## src/verilog/opdec_pkg.sv

```systemverilog
// Purpose: constants and types for the instruction decoder slice
// Assumes: 16-bit opcode words, one decode per clock
// Notes: opcode values are full-word, upper-12-bit, upper-6-bit, upper-byte or upper-nibble match patterns
package opdec_pkg;

	localparam int word_w = 16;
	localparam logic [15:0] op_pop_acc = 16'hBE32;
	localparam logic [15:0] op_push_acc = 16'hBE3C;
	localparam logic [15:0] op_ret = 16'hEF00;
	localparam logic [15:0] op_prod_sub = 16'hBE05;
	localparam logic [15:0] op_xor_k16 = 16'hBE83;
	localparam logic [11:0] op_mode_set_hi = 12'hBE4;
	localparam logic [5:0] op_cond_ret_hi = 6'b1110_11;
	localparam logic [11:0] op_sub_lk_hi = 12'hBFA;
	localparam logic [11:0] op_xor_lk_hi = 12'hBFD;
	localparam logic [7:0] ub_pop_mem = 8'h8A;
	localparam logic [7:0] ub_push_mem = 8'h76;
	localparam logic [7:0] ub_repeat_imm = 8'hBB;
	localparam logic [7:0] ub_repeat_mem = 8'h0B;
	localparam logic [3:0] nb_store_acc = 4'h9;
	localparam logic [7:0] ub_aux_sub = 8'h7C;
	localparam logic [7:0] ub_product_mode = 8'hBF;
	localparam logic [7:0] ub_square_acc = 8'h52;
	localparam logic [7:0] ub_square_sub = 8'h53;
	localparam logic [7:0] ub_status_zero = 8'h8E;
	localparam logic [7:0] ub_status_one = 8'h8F;
	localparam logic [7:0] ub_long_store = 8'hAE;
	localparam logic [3:0] nb_sub_shift = 4'h3;
	localparam logic [7:0] ub_sub_high = 8'h65;
	localparam logic [7:0] ub_sub_borrow = 8'h64;
	localparam logic [7:0] ub_sub_unext = 8'h66;
	localparam logic [7:0] ub_sub_cond = 8'h0A;
	localparam logic [7:0] ub_sub_temp = 8'h67;
	localparam logic [7:0] ub_sub_short = 8'hBA;
	localparam logic [7:0] ub_rounded_load = 8'h68;
	localparam logic [3:0] mb_carry = 4'hF;
	localparam logic [3:0] mb_block = 4'h5;
	localparam logic [3:0] mb_intm = 4'h1;
	localparam logic [3:0] mb_ovm = 4'h3;
	localparam logic [3:0] mb_test = 4'hB;
	localparam logic [3:0] mb_ext_flag = 4'hD;
	localparam logic [3:0] mb_sxm = 4'h7;
	localparam logic [2:0] cyc_one = 3'h1;
	localparam logic [2:0] cyc_two = 3'h2;
	localparam logic [2:0] cyc_ret = 3'h4;
	localparam logic [2:0] cyc_ret_not = 3'h2;

	typedef enum logic [5:0] {
		op_none,
		op_pop_to_acc,
		op_pop_to_memory,
		op_push_from_memory,
		op_push_from_acc,
		op_return,
		op_conditional_return,
		op_repeat_imm,
		op_repeat_mem,
		op_store_high_acc_shifted,
		op_store_low_acc_shifted,
		op_aux_reg_short_subtract,
		op_set_mode_bit,
		op_product_subtract,
		op_product_shift_mode_set,
		op_square_accumulate,
		op_square_subtract,
		op_status_store_zero,
		op_status_store_one,
		op_long_immediate_store,
		op_sub_shifted,
		op_sub_long_imm,
		op_sub_high,
		op_subtract_with_borrow,
		op_unextended_low_subtract,
		op_conditional_subtract_step,
		op_temp_shift_subtract,
		op_sub_short_imm,
		op_xor_long_imm,
		op_xor_long_16,
		op_rounded_high_load
	} op_kind_t;

	typedef struct packed {
		op_kind_t kind;
		logic [2:0] cycles;
		logic second_word;
		logic [7:0] field8;
		logic [3:0] shift;
		logic [6:0] mode_bits;
		logic [7:0] cond;
	} dec_out_t;

	typedef struct packed {
		logic valid;
		logic [15:0] word;
	} fetch_t;

endpackage : opdec_pkg

```

## src/verilog/dsp_opcode_decode.sv

```systemverilog
// Purpose: decode one slice of the core instruction set into control actions
// Assumes: fetch presents one program word per valid cycle, inputs synchronous
// Notes: unknown opcodes decode as op_none with illegal_op set
`timescale 1ns/1ps
module dsp_opcode_decode import opdec_pkg::*; #(
	parameter int opcode_w = 16
) (
	input wire logic clk,
	input wire logic rst,
	input wire fetch_t fetch,
	input wire logic cond_true,
	output dec_out_t dec,
	output logic dec_valid,
	output logic illegal_op,
	output logic [15:0] constant_word,
	output logic constant_valid,
	output logic expect_second
);

	// the match patterns are fixed 16-bit words, so no other width can be served
	if (opcode_w != word_w) begin : g_bad_width
		$error("opcode width must be 16");
	end

	////////////////////////////////////////////////////////////////////
	// decode of the current word
	function automatic dec_out_t decode(input logic [15:0] w, input logic ct);
		dec_out_t d;
		logic [7:0] ub;
		d = '0;
		d.kind = op_none;
		d.cycles = cyc_one;
		ub = w[15:8];
		d.field8 = w[7:0];
		d.shift = w[3:0];
		if (w == op_pop_acc) begin
			d.kind = op_pop_to_acc;
		end else if (w == op_push_acc) begin
			d.kind = op_push_from_acc;
		end else if (w == op_prod_sub) begin
			d.kind = op_product_subtract;
		end else if (w == op_ret) begin
			d.kind = op_return;
			d.cycles = cyc_ret;
		end else if (w[15:10] == op_cond_ret_hi) begin
			d.kind = op_conditional_return;
			d.cond = w[9:2];
			d.cycles = ct ? cyc_ret : cyc_ret_not;
		end else if (w == op_xor_k16) begin
			d.kind = op_xor_long_16;
			d.second_word = 1'b1;
			d.cycles = cyc_two;
		end else if (w[15:4] == op_mode_set_hi) begin
			d.kind = op_set_mode_bit;
			d.mode_bits[0] = (w[3:0] == mb_carry);
			d.mode_bits[1] = (w[3:0] == mb_block);
			d.mode_bits[2] = (w[3:0] == mb_intm);
			d.mode_bits[3] = (w[3:0] == mb_ovm);
			d.mode_bits[4] = (w[3:0] == mb_test);
			d.mode_bits[5] = (w[3:0] == mb_ext_flag);
			d.mode_bits[6] = (w[3:0] == mb_sxm);
			if (d.mode_bits == 7'h00) begin
				d.kind = op_none;
			end
		end else if (w[15:4] == op_sub_lk_hi) begin
			d.kind = op_sub_long_imm;
			d.second_word = 1'b1;
			d.cycles = cyc_two;
		end else if (w[15:4] == op_xor_lk_hi) begin
			d.kind = op_xor_long_imm;
			d.second_word = 1'b1;
			d.cycles = cyc_two;
		end else if (ub == ub_product_mode) begin
			// every other 0xBF form decodes here, with the shift taken from bits 1:0
			d.kind = op_product_shift_mode_set;
			d.shift = {2'b00, w[1:0]};
		end else if (ub == ub_pop_mem) begin
			d.kind = op_pop_to_memory;
		end else if (ub == ub_push_mem) begin
			d.kind = op_push_from_memory;
		end else if (ub == ub_repeat_imm) begin
			d.kind = op_repeat_imm;
		end else if (ub == ub_repeat_mem) begin
			d.kind = op_repeat_mem;
		end else if (w[15:12] == nb_store_acc) begin
			d.kind = w[11] ? op_store_high_acc_shifted : op_store_low_acc_shifted;
			d.shift = {1'b0, w[10:8]};
		end else if (ub == ub_aux_sub) begin
			d.kind = op_aux_reg_short_subtract;
		end else if (ub == ub_square_acc) begin
			d.kind = op_square_accumulate;
		end else if (ub == ub_square_sub) begin
			d.kind = op_square_subtract;
		end else if (ub == ub_status_zero) begin
			d.kind = op_status_store_zero;
		end else if (ub == ub_status_one) begin
			d.kind = op_status_store_one;
		end else if (ub == ub_long_store) begin
			d.kind = op_long_immediate_store;
			d.second_word = 1'b1;
			d.cycles = cyc_two;
		end else if (w[15:12] == nb_sub_shift) begin
			d.kind = op_sub_shifted;
			d.shift = w[11:8];
		end else if (ub == ub_sub_high) begin
			d.kind = op_sub_high;
		end else if (ub == ub_sub_borrow) begin
			d.kind = op_subtract_with_borrow;
		end else if (ub == ub_sub_unext) begin
			d.kind = op_unextended_low_subtract;
		end else if (ub == ub_sub_cond) begin
			d.kind = op_conditional_subtract_step;
		end else if (ub == ub_sub_temp) begin
			d.kind = op_temp_shift_subtract;
		end else if (ub == ub_sub_short) begin
			d.kind = op_sub_short_imm;
		end else if (ub == ub_rounded_load) begin
			d.kind = op_rounded_high_load;
		end
		return d;
	endfunction : decode

	////////////////////////////////////////////////////////////////////
	// datapath
	logic expect_r;
	logic expect_nxt;
	dec_out_t dec_r;
	dec_out_t dec_nxt;
	logic dec_valid_r;
	logic illegal_r;
	logic [15:0] const_r;
	logic const_valid_r;
	dec_out_t cur;
	wire take_op = fetch.valid && !expect_r;
	wire take_const = fetch.valid && expect_r;

	// the constant word is decoded but its result is never taken, so it cannot alias an opcode
	assign cur = decode(fetch.word, cond_true);
	assign expect_nxt = take_op ? cur.second_word : (take_const ? 1'b0 : expect_r);
	assign dec_nxt = take_op ? cur : dec_r;

	always_ff @(posedge clk) begin
		if (rst) begin
			expect_r <= 1'b0;
			dec_r <= '0;
			dec_valid_r <= 1'b0;
			illegal_r <= 1'b0;
			const_r <= 16'h0000;
			const_valid_r <= 1'b0;
		end else begin
			expect_r <= expect_nxt;
			dec_r <= dec_nxt;
			dec_valid_r <= take_op;
			illegal_r <= take_op && (cur.kind == op_none);
			const_r <= take_const ? fetch.word : const_r;
			const_valid_r <= take_const;
		end
	end

	assign dec = dec_r;
	assign dec_valid = dec_valid_r;
	assign illegal_op = illegal_r;
	assign constant_word = const_r;
	assign constant_valid = const_valid_r;
	assign expect_second = expect_r;

endmodule : dsp_opcode_decode

```

## config.mk

```make
export PLATFORM = sky130hd
export DESIGN_NAME = dsp_opcode_decode
export DESIGN_NICKNAME = d
export VERILOG_FILES = /design/src/verilog/opdec_pkg.sv /design/src/verilog/dsp_opcode_decode.sv
export SDC_FILE = /design/constraint.sdc
export NUM_CORES = 1
export LEC_CHECK = 0
export ABC_AREA = 1
export BUFFER_PORTS_ARGS = -buffer_cell sky130_fd_sc_hd__buf_2
export CORE_MARGIN = 2
export CORE_UTILIZATION = 40
export DETAILED_ROUTE_END_ITERATION = 6
export GPL_TIMING_DRIVEN = 0
export PLACE_DENSITY = 0.66
export SETUP_SLACK_MARGIN = 0.5
export SLEW_MARGIN = 0
export SYNTH_ARGS = -nofsm -noshare
export SYNTH_HDL_FRONTEND = slang
export SYNTH_SLANG_ARGS = --single-unit
```

## constraint.sdc

```tcl
create_clock -name clk -period 1.34 [get_ports clk]
set_input_delay 0.134 -clock clk [delete_from_list [all_inputs] [get_ports clk]]
set_output_delay 0.134 -clock clk [all_outputs]
set_load 0.02 [all_outputs]
```

Yosys cells after proc, flatten, opt, wreduce, memory -nomap -nowiden:

Cells that the tools add are included.

* register bits after elaboration: 57
* input bits: 20
* output and inout port bits: 57

* eq/ne operators: 36
* muxes and demuxes: 76
* reductions and logical operators: 7

Operators with widths (count)
* 6-bit two-way mux: 23
* 4-bit two-way mux: 21
* 16-bit equality test (second input constant): 5
* 19-bit two-way mux: 4
* 8-bit by 7-bit equality test with 1-bit output (second input constant): 9
* 8-bit equality test (second input constant): 7
* 3-bit two-way mux: 13
* 12-bit equality test (second input constant): 3
* 10-bit two-way mux: 3
* 11-bit two-way mux: 2
* 9-bit two-way mux: 2
* 4-bit equality test (second input constant): 4
* 8-bit by 4-bit equality test with 1-bit output (second input constant): 2
* 4-bit by 2-bit equality test with 1-bit output (second input constant): 2
* 4-bit by 3-bit equality test with 1-bit output (second input constant): 2
* 8-bit two-way mux: 1
* 7-bit zero test: 1
* 7-bit two-way mux: 1
* 6-bit equality test (second input constant): 1
* 6-bit zero test: 1
* 5-bit two-way mux: 1
* 4-bit by 1-bit equality test with 1-bit output (second input constant): 1
* 1-bit two-way mux: 4
* 1-bit logical AND: 3
* 3 further kinds: 3

Logic depth before layout (Yosys ltp):

* depth after elaboration: 32
* gate-level depth with buffers: 15
* mapped depth without buffers: 14

Worst setup path before layout:

Ideal clock, no wire load.

* path type: reg2reg
* start: register expect_r (netlist: expect_second)
* end: register dec_r (netlist bit dec[0])
* setup time: 0.070 ns
* arrival: 1.439 ns
* required time: 1.270 ns
* slack: -0.169 ns
* stages on the path, launching flop included: 7
* buffers on the path: 2
* period minus slack after synthesis: 1.509 ns
* cells stage by stage: dfxtp_1 nor2_1 inv_1 clkbuf_1 clkbuf_1 nand2_1 a21oi_1

* longest elaborated chain between the ends: 2

RTL lines
* from (decl): RTL line dsp_opcode_decode.sv:125 `logic expect_r;`
* from (signal assigned): RTL line dsp_opcode_decode.sv:151 `expect_r <= expect_nxt;`
* 1-bit zero test: RTL line dsp_opcode_decode.sv:134 `wire take_op = fetch.valid && !expect_r;`
* 1-bit logical AND: RTL line dsp_opcode_decode.sv:134
* to (signal assigned): RTL line dsp_opcode_decode.sv:152 `dec_r <= dec_nxt;`
* to (decl): RTL line dsp_opcode_decode.sv:127 `dec_out_t dec_r;`

No other way between the ends.
A chain may end at the register's enable or synchronous reset.

Worst setup path after layout:

* start: register expect_r (netlist: expect_second)
* end: register dec_r (netlist bit dec[7])

Same word-level chain as after synthesis.

==> results.json <==
{
  "cts_inserted_buffers": 5,
  "yosys_warnings": 0,
  "timing.final.crit_share_pct": 102,
  "drtPass1Iterations": 6,
  "max_cap_viol_count": 0,
  "clock_latency_ns": 0.31,
  "yosys_register_bits": 56,
  "maxSlewHeadroom_pct": 60.7,
  "grt_pass1_wl_mm": 15.5,
  "area_growth_pct": 76.3,
  "startpoint_type": "flop",
  "core_um2": 6720,
  "status": "finished with violations",
  "clk_pin_slew_ns": 0.10,
  "setup_violations": 2,
  "dp_hpwl_mm": 6.83,
  "grt_max_degree": 18,
  "clock_path_buffers": 2,
  "syn_nets": 436,
  "place.gp.congestion": 0.883,
  "fin_area_um2": 4860,
  "overflow": 0,
  "dieArea_um2": 7580,
  "nFillCells": 500,
  "clock_sinks": 56,
  "synth-async-reset-ratio_pct": 0,
  "seq_area_frac_synth_pct": 40.6,
  "required_ns": 1.58,
  "hp-class": "input port to flop",
  "routed_wl_mm": 10.8,
  "power.density_nw_per_um2": 697,
  "ios": 77,
  "netlist_instances": 416,
  "mostFrequentLayoutCells": "69 x nand2_1, 64 x buf_6, 51 x dfxtp_2",
  "syn_area_um2": 2760,
  "io_buffers": 74,
  "hold_viol": 0,
  "cts_tree": "built",
  "worstPathArrival_ns": 1.61,
  "grt_antenna_before_repair": 0,
  "setup_slack_ns": -0.0252,
  "initial_core_util_pct": 41.1,
  "yosys.area.top_type": "dfxtp_1",
  "crit_path_end_kind": "flop",
  "violations": "setup timing",
  "drt_iter0_drc": 214,
  "grt_pass1_vias": 3049,
  "rsz0062_at_grt": "true",
  "ir_worst_vdd_mv": 0.445,
  "synth_cell_types": 27,
  "die_h_um": 87.1,
  "track_usage_pct": 26.3,
  "worstMarginPinSlew_ns": 0.590,
  "r2r_slack_ns": -0.03,
  "syn_area_per_cell_um2": 6.63,
  "synth_edf_count": 0,
  "rows": 30,
  "fin_crit_ns": 1.37,
  "n_antenna_cell": 0,
  "layout-drive-gt1-share_pct": 57.4,
  "leakagePower_nw": 2.19,
  "finalClockSkew_ns": 0.00493,
  "die_w_um": 87.1,
  "drc": 0,
  "critical_path_class": "flop to flop",
  "regArea_um2": 1200,
  "drt-vias-per-instance": 5.50,
  "slew_violations": 0,
  "placed_area_um2": 3420,
  "finalCoreUtilization_pct": 72.4,
  "num_vias": 3440,
  "synth_flop_cell": "dfxtp_1",
  "layout_commonest_cell": "nand2_1",
  "synthDominantCellAreaShare_pct": 40.6,
  "fmax_mhz": 732,
  "htreeDepth": 2,
  "multi_input_area_um2": 1910,
  "synth.area.top_cells": "dfxtp_1 41%, nand2_1 12%, a21oi_1 9.3%",
  "ant_nets": 0,
  "final_nets": 564,
  "wl_per_cell_um": 17.2,
  "cts_root_buf": "clkbuf_8",
  "crit_fanout": 5
}
[through the flow]
step | total power [mW] | setup WS [ns] | std cells | hold WS (ns) | setup TNS, ns
2_1_floorplan | 2.07 | 0.0965 | 416 | 0.270 | 0
3_3_place_gp | 2.24 | -0.435 | 570 | 0.410 | -5.37
3_5_place_dp | 2.24 | -0.426 | 570 | 0.411 | -5.38
4_1_cts | 3.29 | 0.0240 | 605 | 0.0829 | 0
5_1_grt | 3.51 | -0.124 | 625 | 0.0948 | -0.907
6_report | 3.39 | -0.0252 | 625 | 0.100 | -0.0394
[worst max-delay path, stage by stage, from the launching register on]
cell	delay [ns]
dfxtp_4	0.37
nor2_4	0.18
nand2_2	0.11
nor3b_4	0.29
buf_4	0.18
nand2_4	0.05
a21oi_2	0.13
[synthesized netlist by cell type (2+ instances only)]
cell and instances:
clkbuf_1 14, nand2_1 90, o21ai_0 33, a21oi_2 2, nand2_2 4, inv_2 5, nand3_1 31, nand4_1 11
nor3_1 9, dfxtp_1 56, inv_1 41, a21oi_1 51, nor2_1 53, o211ai_1 3
[registers in the layout, summed over array words and instances (netlist names)]
| signal | cells |
|---|---|
| constant_word | 16 |
| illegal_op | 1 |
| dec | 36 |
| expect_second | 1 |
| constant_valid | 1 |
| dec_valid | 1 |
[layer usage]
metal,routed length (µm),track usage [%],share of wire (%)
met1,4480,34.6,42
met5,0,0,0
met3,655,4.93,6.1
met4,163,5.40,1.5
met2,5480,44.9,51
[where the power goes]
part           total, mW  switching, mW  leakage, nW  internal (mW)
clock              0.954          0.579       0.0456          0.375
combinational      0.703          0.429         1.66          0.274
sequential          1.73         0.0299        0.480           1.70
total               3.39           1.04         2.19           2.35
[cell type report]
cell class	instances	area share (%)
Tap cell	80	2.06
Clock buffer	6	1.49
Multi-Input combinational cell	298	39.4
Inverter	46	4.27
Sequential cell	56	24.6
Buffer	16	4.30
Timing Repair Buffer	121	23.6
Clock inverter	2	0.283
[cell families (layout without fill, tap and decap cells)]
kind of cell           after synthesis  in the layout  share of synthesized area [%]
other                                1              1                          0.136
buffers and inverters               62            191                           8.84
DFF                                 56             56                           40.6
and+or+nand+nor                    203            203                           32.4
AOI/OAI and AO/OA                   94             94                           18.0
[worst paths after layout]
kind	startpoint	end	depth (start not counted)
setup reg to reg	expect_second$_SDFFE_PP0P_	dec[7]$_SDFFE_PP0P_	6
hold / removal	fetch[7]	dec[5]$_SDFFE_PP0P_	3
setup / recovery	expect_second$_SDFFE_PP0P_	dec[7]$_SDFFE_PP0P_	6
hold reg to reg	dec[1]$_SDFFE_PP0P_	dec[1]$_SDFFE_PP0P_	2
[what timing repair did]
item | 4_1_cts | 5_1_grt
gates cloned | 4 | 0
hold buffers | 0 | 0
pin swaps | 4 | 22
buffers inserted | 23 | 20
endpoints found under the setup margin | 111 | 112
resized for setup | 206 | 115
Note: power is estimated with default switching activity, not from simulation.
